[config.mk]
export PLATFORM = sky130hd
export DESIGN_NAME = fesr_core
export DESIGN_NICKNAME = d
export VERILOG_FILES = /design/src/core/fesr_core.v
export VERILOG_INCLUDE_DIRS = /design/src /design/src/include
export SDC_FILE = /design/constraint.sdc
export NUM_CORES = 1
export LEC_CHECK = 0
export BUFFER_PORTS_ARGS = -buffer_cell sky130_fd_sc_hd__buf_4
export CORE_UTILIZATION = 50
export CTS_CLUSTER_SIZE = 16
export DETAILED_ROUTE_END_ITERATION = 8
export PLACE_DENSITY = 0.72
export SLEW_MARGIN = 20
export SYNTH_ARGS = -nofsm -noshare
export SYNTH_HDL_FRONTEND = slang
export SYNTH_SLANG_ARGS = --single-unit
[constraint.sdc]
create_clock -name ref_clk -period 2.95 [get_ports ref_clk]
set_clock_uncertainty 0.2 [all_clocks]
set_input_delay 0 -clock ref_clk [delete_from_list [all_inputs] [get_ports ref_clk]]
set_output_delay 0 -clock ref_clk [all_outputs]
set_load 0.05 [all_outputs]
[src/include/fesr_defs.vh]
// Constants for the flash erase and suspend/resume sequencer
`ifndef FESR_DEFS_VH
`define FESR_DEFS_VH
`define FESR_CLK_NS 10
`define FESR_SSE_US 50
`define FESR_SE_US 150
`define FESR_DIE_US 400
`define FESR_PP_US 20
`define FESR_SUS_US 5
`define FESR_OP_WREN 8'h06
`define FESR_OP_WRDI 8'h04
`define FESR_OP_RDSR 8'h05
`define FESR_OP_RDFS 8'h70
`define FESR_OP_CLFS 8'h50
`define FESR_OP_READ 8'h03
`define FESR_OP_PROG 8'h02
`define FESR_OP_SSE 8'h20
`define FESR_OP_SE 8'hD8
`define FESR_OP_DIE 8'hC4
`define FESR_OP_SUS 8'h75
`define FESR_OP_RES 8'h7A
`define FESR_FS_RST 8'h80
`define FESR_FS_RDY 7
`define FESR_FS_ESUS 6
`define FESR_FS_EERR 5
`define FESR_FS_PERR 4
`define FESR_FS_PSUS 2
`define FESR_FS_PROT 1
`define FESR_SR_WIP 0
`define FESR_SR_WEL 1
`define FESR_ACT_NONE 2'h0
`define FESR_ACT_ERS 2'h1
`define FESR_ACT_PRG 2'h2
`define FESR_KIND_SUB 2'h0
`define FESR_KIND_SEC 2'h1
`define FESR_KIND_DIE 2'h2
`define FESR_ADDR_BITS 32
`define FESR_SUB_LSB 12
`define FESR_SEC_LSB 16
`define FESR_PAGE_LSB 8
`endif

[src/core/fesr_core.v]
// Erase, program timing and suspend/resume sequencer behind the serial pins
`include "fesr_defs.vh"
module fesr_core #(
    parameter SSE_CYC = `FESR_SSE_US * 1000 / `FESR_CLK_NS,
    parameter SE_CYC = `FESR_SE_US * 1000 / `FESR_CLK_NS,
    parameter DIE_CYC = `FESR_DIE_US * 1000 / `FESR_CLK_NS,
    parameter PP_CYC = `FESR_PP_US * 1000 / `FESR_CLK_NS,
    parameter SUS_CYC = `FESR_SUS_US * 1000 / `FESR_CLK_NS
) (
    input wire ref_clk,
    input wire rstn,
    input wire cs_n,
    input wire sclk,
    input wire serial_data_lines,
    output reg sdo,
    output reg sdo_oe,
    input wire addr_protected,
    input wire any_locked,
    input wire arr_fault,
    output wire [31:0] cmd_addr,
    output reg ers_go,
    output reg [1:0] ers_kind,
    output reg [31:0] ers_base,
    output reg prg_go,
    output reg [31:0] prg_addr,
    output reg arr_hold,
    output reg rd_undef,
    output wire [7:0] status,
    output wire [7:0] flag_status
);
    localparam [31:0] SSE_C = SSE_CYC;
    localparam [31:0] SE_C = SE_CYC;
    localparam [31:0] DIE_C = DIE_CYC;
    localparam [31:0] PP_C = PP_CYC;
    localparam [31:0] SUS_C = SUS_CYC;

    function [31:0] base_of;
        input [31:0] a;
        input [1:0] k;
        begin
            if (k == `FESR_KIND_SUB)
                base_of = {a[31:`FESR_SUB_LSB], {`FESR_SUB_LSB{1'b0}}};
            else if (k == `FESR_KIND_SEC)
                base_of = {a[31:`FESR_SEC_LSB], {`FESR_SEC_LSB{1'b0}}};
            else
                base_of = 32'h00000000;
        end
    endfunction

    function same_sec;
        input [31:0] a;
        input [31:0] b;
        begin
            same_sec = a[31:`FESR_SEC_LSB] == b[31:`FESR_SEC_LSB];
        end
    endfunction

    // Pin synchronisers
    reg [1:0] cs_s_r;
    reg [1:0] ck_s_r;
    reg [1:0] di_s_r;
    reg ck_d_r;
    reg cs_d_r;
    always @(posedge ref_clk) begin
        if (!rstn) begin
            cs_s_r <= 2'h3;
            ck_s_r <= 2'h0;
            di_s_r <= 2'h0;
            ck_d_r <= 1'b0;
            cs_d_r <= 1'b1;
        end else begin
            cs_s_r <= {cs_s_r[0], cs_n};
            ck_s_r <= {ck_s_r[0], sclk};
            di_s_r <= {di_s_r[0], serial_data_lines};
            ck_d_r <= ck_s_r[1];
            cs_d_r <= cs_s_r[1];
        end
    end
    wire sel = !cs_s_r[1];
    wire ck_rise = sel && ck_s_r[1] && !ck_d_r;
    wire ck_fall = sel && !ck_s_r[1] && ck_d_r;
    wire cs_rise = cs_s_r[1] && !cs_d_r;

    // Command shifter
    reg [11:0] bits_r;
    reg [7:0] op_r;
    reg [7:0] sh_r;
    reg [31:0] addr_r;
    reg [7:0] osh_r;
    wire [7:0] sh_nxt = {sh_r[6:0], di_s_r[1]};
    assign cmd_addr = addr_r;

    // Operation state
    reg wel_r;
    reg [7:0] fs_r;
    reg [1:0] act_r;
    reg [31:0] cnt_r;
    reg [31:0] lat_r;
    reg lat_on_r;
    reg ers_sus_r;
    reg prg_sus_r;
    reg [31:0] ers_sav_r;
    reg [31:0] prg_sav_r;
    reg [31:0] ers_adr_r;
    reg [31:0] prg_adr_r;
    reg [1:0] cur_kind_r;

    wire busy = act_r != `FESR_ACT_NONE;
    assign status = {6'h00, wel_r, busy};
    assign flag_status = {!busy, fs_r[6:0]};

    wire aligned = bits_r[2:0] == 3'h0;
    wire full_addr = bits_r == 12'd40;
    wire suspended = ers_sus_r || prg_sus_r;
    wire done = busy && cnt_r == 32'h00000001;
    wire [1:0] e_kind = (op_r == `FESR_OP_SSE) ? `FESR_KIND_SUB :
        (op_r == `FESR_OP_SE) ? `FESR_KIND_SEC : `FESR_KIND_DIE;
    wire is_erase = op_r == `FESR_OP_SSE || op_r == `FESR_OP_SE ||
        op_r == `FESR_OP_DIE;
    wire e_len_ok = (op_r == `FESR_OP_DIE) ? bits_r == 12'd8 : full_addr;

    always @(posedge ref_clk) begin
        if (!rstn) begin
            bits_r <= 12'h000;
            op_r <= 8'h00;
            sh_r <= 8'h00;
            addr_r <= 32'h00000000;
            osh_r <= 8'h00;
            sdo <= 1'b0;
            sdo_oe <= 1'b0;
            rd_undef <= 1'b0;
        end else begin
            if (!sel) begin
                bits_r <= 12'h000;
                sdo_oe <= 1'b0;
            end
            if (ck_rise) begin
                sh_r <= sh_nxt;
                if (bits_r != 12'hFFF)
                    bits_r <= bits_r + 12'h001;
                if (bits_r == 12'd7)
                    op_r <= sh_nxt;
                if (bits_r >= 12'd8 && bits_r < 12'd40)
                    addr_r <= {addr_r[30:0], di_s_r[1]};
                if (bits_r == 12'd39 && op_r == `FESR_OP_READ)
                    rd_undef <= (prg_sus_r &&
                        prg_adr_r[31:`FESR_PAGE_LSB] == addr_r[30:7]) ||
                        (ers_sus_r && same_sec(ers_adr_r, {addr_r[30:0], di_s_r[1]}));
            end
            if (ck_fall && bits_r >= 12'd8 &&
                (op_r == `FESR_OP_RDSR || op_r == `FESR_OP_RDFS)) begin
                sdo_oe <= 1'b1;
                if (bits_r[2:0] == 3'h0) begin
                    osh_r <= (op_r == `FESR_OP_RDSR) ? status : flag_status;
                    sdo <= (op_r == `FESR_OP_RDSR) ? status[7] : flag_status[7];
                end else begin
                    osh_r <= {osh_r[6:0], 1'b0};
                    sdo <= osh_r[6];
                end
            end
        end
    end

    // Command execution at select rise, and the self-timed engine
    always @(posedge ref_clk) begin
        if (!rstn) begin
            wel_r <= 1'b0;
            fs_r <= `FESR_FS_RST;
            act_r <= `FESR_ACT_NONE;
            cnt_r <= 32'h00000000;
            lat_r <= 32'h00000000;
            lat_on_r <= 1'b0;
            ers_sus_r <= 1'b0;
            prg_sus_r <= 1'b0;
            ers_sav_r <= 32'h00000000;
            prg_sav_r <= 32'h00000000;
            ers_adr_r <= 32'h00000000;
            prg_adr_r <= 32'h00000000;
            cur_kind_r <= `FESR_KIND_SUB;
            ers_go <= 1'b0;
            ers_kind <= `FESR_KIND_SUB;
            ers_base <= 32'h00000000;
            prg_go <= 1'b0;
            prg_addr <= 32'h00000000;
            arr_hold <= 1'b0;
        end else begin
            ers_go <= 1'b0;
            prg_go <= 1'b0;
            if (busy)
                cnt_r <= cnt_r - 32'h00000001;
            if (lat_on_r && !done) begin
                lat_r <= lat_r - 32'h00000001;
                if (lat_r == 32'h00000001) begin
                    lat_on_r <= 1'b0;
                    act_r <= `FESR_ACT_NONE;
                    arr_hold <= 1'b1;
                    if (act_r == `FESR_ACT_ERS) begin
                        ers_sus_r <= 1'b1;
                        ers_sav_r <= cnt_r - 32'h00000001;
                    end else begin
                        prg_sus_r <= 1'b1;
                        prg_sav_r <= cnt_r - 32'h00000001;
                    end
                end
            end
            if (done) begin
                act_r <= `FESR_ACT_NONE;
                wel_r <= 1'b0;
                arr_hold <= 1'b0;
                if (lat_on_r) begin
                    lat_on_r <= 1'b0;
                    if (act_r == `FESR_ACT_ERS)
                        fs_r[`FESR_FS_ESUS] <= 1'b0;
                    else
                        fs_r[`FESR_FS_PSUS] <= 1'b0;
                end
                if (arr_fault && act_r == `FESR_ACT_ERS)
                    fs_r[`FESR_FS_EERR] <= 1'b1;
                if (arr_fault && act_r == `FESR_ACT_PRG)
                    fs_r[`FESR_FS_PERR] <= 1'b1;
                if (ers_sus_r)
                    arr_hold <= 1'b1;
            end
            if (cs_rise && aligned && bits_r != 12'h000) begin
                if (op_r == `FESR_OP_WREN && bits_r == 12'd8)
                    wel_r <= 1'b1;
                if (op_r == `FESR_OP_WRDI && bits_r == 12'd8 && !busy)
                    wel_r <= 1'b0;
                if (op_r == `FESR_OP_CLFS && bits_r == 12'd8)
                    // Error bits cleared; a fault ending now still sets
                    fs_r[5:1] <= {done && arr_fault && act_r == `FESR_ACT_ERS,
                        done && arr_fault && act_r == `FESR_ACT_PRG, fs_r[3],
                        fs_r[2] && !(done && lat_on_r && act_r == `FESR_ACT_PRG), 1'b0};
                // Erase: latch set, idle, nothing suspended
                if (is_erase && e_len_ok && wel_r && !busy && !suspended) begin
                    if ((op_r == `FESR_OP_DIE && any_locked) ||
                        (op_r != `FESR_OP_DIE && addr_protected)) begin
                        fs_r[`FESR_FS_PROT] <= 1'b1;
                        fs_r[`FESR_FS_EERR] <= 1'b1;
                    end else begin
                        act_r <= `FESR_ACT_ERS;
                        cur_kind_r <= e_kind;
                        cnt_r <= (e_kind == `FESR_KIND_SUB) ? SSE_C :
                            (e_kind == `FESR_KIND_SEC) ? SE_C : DIE_C;
                        ers_adr_r <= addr_r;
                        ers_go <= 1'b1;
                        ers_kind <= e_kind;
                        ers_base <= base_of(addr_r, e_kind);
                    end
                end
                if (op_r == `FESR_OP_PROG && bits_r >= 12'd48 && wel_r &&
                    !busy && !prg_sus_r) begin
                    if (ers_sus_r && same_sec(addr_r, ers_adr_r))
                        fs_r[`FESR_FS_PERR] <= 1'b1;
                    else begin
                        act_r <= `FESR_ACT_PRG;
                        cnt_r <= PP_C;
                        prg_adr_r <= addr_r;
                        prg_go <= 1'b1;
                        prg_addr <= addr_r;
                        arr_hold <= 1'b0;
                    end
                end
                if (op_r == `FESR_OP_SUS && bits_r == 12'd8 && busy &&
                    !lat_on_r && !done) begin
                    lat_on_r <= 1'b1;
                    lat_r <= SUS_C;
                    if (act_r == `FESR_ACT_ERS)
                        fs_r[`FESR_FS_ESUS] <= 1'b1;
                    else
                        fs_r[`FESR_FS_PSUS] <= 1'b1;
                end
                if (op_r == `FESR_OP_RES && bits_r == 12'd8 && !busy) begin
                    if (prg_sus_r) begin
                        prg_sus_r <= 1'b0;
                        act_r <= `FESR_ACT_PRG;
                        cnt_r <= prg_sav_r;
                        fs_r[`FESR_FS_PSUS] <= 1'b0;
                        arr_hold <= 1'b0;
                    end else if (ers_sus_r) begin
                        ers_sus_r <= 1'b0;
                        act_r <= `FESR_ACT_ERS;
                        cnt_r <= ers_sav_r;
                        fs_r[`FESR_FS_ESUS] <= 1'b0;
                        arr_hold <= 1'b0;
                    end
                end
            end
        end
    end
endmodule

==> run_results.csv <==
group,metric,value,unit
status,status,"finished clean",
yosys,async_flop_share,0,%
route,wl_per_cell,17.7,um
place,dpl.cell_count,2134,
worst_setup_path,reg2reg_slack,0.04,ns
worst_setup_path,slowest_stage,"or4_4",
worst_setup_path,max_stage_delay,0.56,ns
layout,nets,1821,
worst_setup_path,worstPathArrival,3.18,ns
worst_setup_path,cp_num_cells,8,
layout,fillers,2436,
power_and_ir_drop,power,8.36,mW
timing,fin_crit,2.91,ns
layout,antennaDiodeCount,0,
route,wl,39.1,mm
power_and_ir_drop,power_density,493,nW/um^2
timing,timing.hold.ws,0.151,ns
cts,clkTransAtPathRegs,0.06,ns
yosys,yosysWarnings,0,
worst_setup_path,r2r_start,"op_r[0]$_SDFFE_PN0P_",
grt,gr-total-overflow,0,
grt,grt_pass1_wl,63.4,mm
worst_setup_path,cp.required,3.22,ns
layout,layout.cells.non_filler,2207,
yosys,synth_ff_type,"dfxtp_1",
timing,slew_headroom,39.2,%
floorplan,initial_core_util,50.8,%
route,vias,12691,
timing,rsz0062_at_grt,"true",
worst_setup_path,crit_path_end_kind,"register",
floorplan,rows,61,
worst_setup_path,worstReg2RegEnd,"ers_base[15]$_SDFFE_PN0P_",
cts,worstSkewPairLatency,0.55,ns
timing,finalHoldViolations,0,
worst_setup_path,path_max_fanout,9,
worst_setup_path,startpoint,"op_r[0]$_SDFFE_PN0P_",
yosys,syn_avg_cell_area,8.36,um^2
timing,tns,0,ns
yosys,postSynthCellCount,1684,
timing,fin_crit_sh,98.8,%
layout,final_util,61.2,%
yosys,ys_ff_latch,289,
yosys,yosysSeqAreaShare,41.1,%
worst_setup_path,startpoint_type,"register",
route,postRouteAntennaNets,0,
route,drc,0,
floorplan,ios,128,
cts,clock_sinks,289,
yosys,syn-cell-area,14100,um^2
floorplan,core_area,27700,um^2
route,firstDrtPassIters,5,
place,port_buffers,107,
cts,cts_tree,"done",
timing,clock.fmax,343,MHz
place,dp_hpwl,26.2,mm
grt,antenna_found_initial,1,
yosys,yosysUniqueCellTypes,76,
floorplan,die_x,170,um
power_and_ir_drop,p_leak,6.62,nW
cts,clockRootBuffer,"clkbuf_16",
grt,grt_pass1_vias,12147,
worst_setup_path,cp_num_buf_inv,2,
cts,htreeDepth,1,
worst_setup_path,rr_worst_depth,8,
worst_setup_path,critPathKind,"reg -> reg",
floorplan,dieArea,28800,um^2
worst_hold_path,hold_path_class,"in -> reg",
grt,grt_usage,27.0,%
timing,slew_viol_final,0,
cts,cts_buffers,31,
place,place_congestion,0.895,
worst_setup_path,crit_end,"ers_base[15]$_SDFFE_PN0P_",
worst_setup_path,critical-path-top-delay-family,"simple AND/OR/NAND/NOR gates",
grt,grt_max_degree,55,
route,viasPerCell,5.75,
route,drtIter0Drc,1033,
yosys,synth-edff-count,0,
power_and_ir_drop,ir_drop,0.369,mV
floorplan,dieHeight,170,um
cts,clk_path_buf_depth,3,
run,maxCapViolations,0,
layout,drive_gt1_share,18.8,%
timing,tightest_slew,0.900,ns
timing,setup_viol,0,
layout,area_delta_synth_final,20.5,%
worst_setup_path,path_cells,"or4_4 > or4_4 > a2111oi_4 > o211a_1 > buf_12 > buf_12 > nand3_1 > a21oi_1",
## area by class of cell
type / instances / area [um^2] / share of cell area [%]
multi-input combinational: 1246 / 7750 / 45.7
sequential: 289 / 5790 / 34.1
timing repair buffer: 220 / 1840 / 10.8
clock buffer: 38 / 822 / 4.85
tap: 378 / 473 / 2.79
clock inverter: 17 / 223 / 1.31
inverter: 19 / 76.3 / 0.450
## worst reg2reg max path, stage by stage (launching register included)
cell	delay (ns)
dfxtp_1	0.31
or4_4	0.56
or4_4	0.54
a2111oi_4	0.40
o211a_1	0.27
buf_12	0.15
buf_12	0.13
nand3_1	0.10
a21oi_1	0.19
## stage by stage
stage               instance area (um^2)  setup slack (ns)
floorplan                          14200            0.0194
global placement                   15600            0.0760
detailed placement                 15600            0.0254
CTS                                16800           0.00609
global route                       17000           -0.0695
finish                             17000            0.0363
## cell usage in the layout, fill, tap and decap left out, types with 6 or more instances in the layout
cell,Yosys,routed
a211oi_2,41,48
a21oi_1,134,130
ha_1,6,6
mux2i_1,48,48
o21ai_0,33,33
clkinv_2,0,7
dlygate4sd3_1,0,12
xnor2_1,76,76
or4_1,12,11
nor2b_1,10,10
nand4b_1,8,8
buf_4,23,195
clkbuf_16,0,33
and4_1,6,6
and2_1,14,14
o22ai_1,18,18
or3_1,18,18
a211oi_1,36,29
a221oi_1,6,6
buf_12,0,9
nand2b_1,14,14
nor4_1,32,29
and3_1,34,34
nand2_1,213,213
conb_1,1,20
xor2_1,62,62
inv_1,17,17
nor2_1,185,185
nor3_1,42,41
nand3_1,58,55
nand4_1,28,28
dfxtp_1,289,289
## sequential cells by signal, summed over array words and instances, names as in the netlist, 5 cells and up
| register | cells |
|---|---|
| cmd_addr | 32 |
| cnt_r | 32 |
| ers_sav_r | 32 |
| lat_r | 32 |
| prg_adr_r | 32 |
| prg_sav_r | 32 |
| ers_base | 20 |
| ers_adr_r | 16 |
| bits_r | 12 |
| op_r | 8 |
| osh_r | 7 |
| sh_r | 7 |
| fs_r | 5 |
## Yosys cell counts, drive strengths merged (10+ instances only)
| library cell | instances | share of area (%) |
|---|---|---|
| or3 | 18 | 0.80 |
| nor2b | 10 | 0.44 |
| inv | 18 | 0.48 |
| mux2i | 48 | 3.4 |
| nand2b | 14 | 0.62 |
| and2 | 14 | 0.62 |
| or4 | 16 | 0.96 |
| and3 | 34 | 1.5 |
| nand2 | 214 | 5.7 |
| xor2 | 62 | 3.9 |
| o22ai | 18 | 0.80 |
| nand3 | 58 | 2.1 |
| nand4 | 28 | 1.2 |
| dfxtp | 289 | 41 |
| buf | 48 | 2.1 |
| a211oi | 77 | 5.6 |
| xnor2 | 76 | 4.7 |
| a21oi | 134 | 4.8 |
| nor2 | 185 | 4.9 |
| clkbuf | 101 | 2.7 |
| nor4 | 35 | 1.8 |
| o21ai | 34 | 1.2 |
| nor3 | 43 | 1.6 |
## worst min-delay path by stage
stage | slack, ns | endpoint | from | depth (start not counted)
after global placement | -0.008 | cs_s_r[0]$_SDFF_PN1_ | cs_n | 2
after detailed placement | -0.004 | cs_s_r[0]$_SDFF_PN1_ | cs_n | 2
after CTS | 0.14 | fs_r[5]$_SDFF_PN0_ | arr_fault | 4
final | 0.15 | fs_r[5]$_SDFF_PN0_ | arr_fault | 4
after global routing | 0.16 | fs_r[5]$_SDFF_PN0_ | arr_fault | 4
after floorplan | -0.1 | cs_s_r[0]$_SDFF_PN1_ | cs_n | 1
## repair_timing
item	CTS	global route
endpoints found under the setup margin	2	104
buffers inserted	2	2
resized for setup	3	27
pin swaps	1	15
gates cloned	1	1
hold endpoints to repair	82	0
hold buffers	12	0
## where the power goes
group | internal, mW | switching, mW
Combinational | 0.132 | 0.296
Clock | 2.41 | 1.60
Sequential | 3.91 | 0.0119
## metal layers
| metal | wire length [um] | GRT usage (%) |
|---|---|---|
| met5 | 13 | 0 |
| met4 | 1110 | 8.30 |
| met3 | 2840 | 4.50 |
| met2 | 18100 | 44.4 |
| met1 | 17100 | 36.0 |
## cell families after synthesis
| logic type | after synthesis | synth area share (%) |
|---|---|---|
| and+or+nand+nor | 708 | 24.6 |
| AOI/OAI and AO/OA | 324 | 16.2 |
| DFF | 289 | 41.1 |
| buffers and inverters | 168 | 5.33 |
| xor gates and xnor gates | 138 | 8.58 |
| muxes | 49 | 3.49 |
| adders and majority gates | 7 | 0.604 |
| other | 1 | 0.0266 |
No activity file was read; power rests on OpenSTA's default activity.
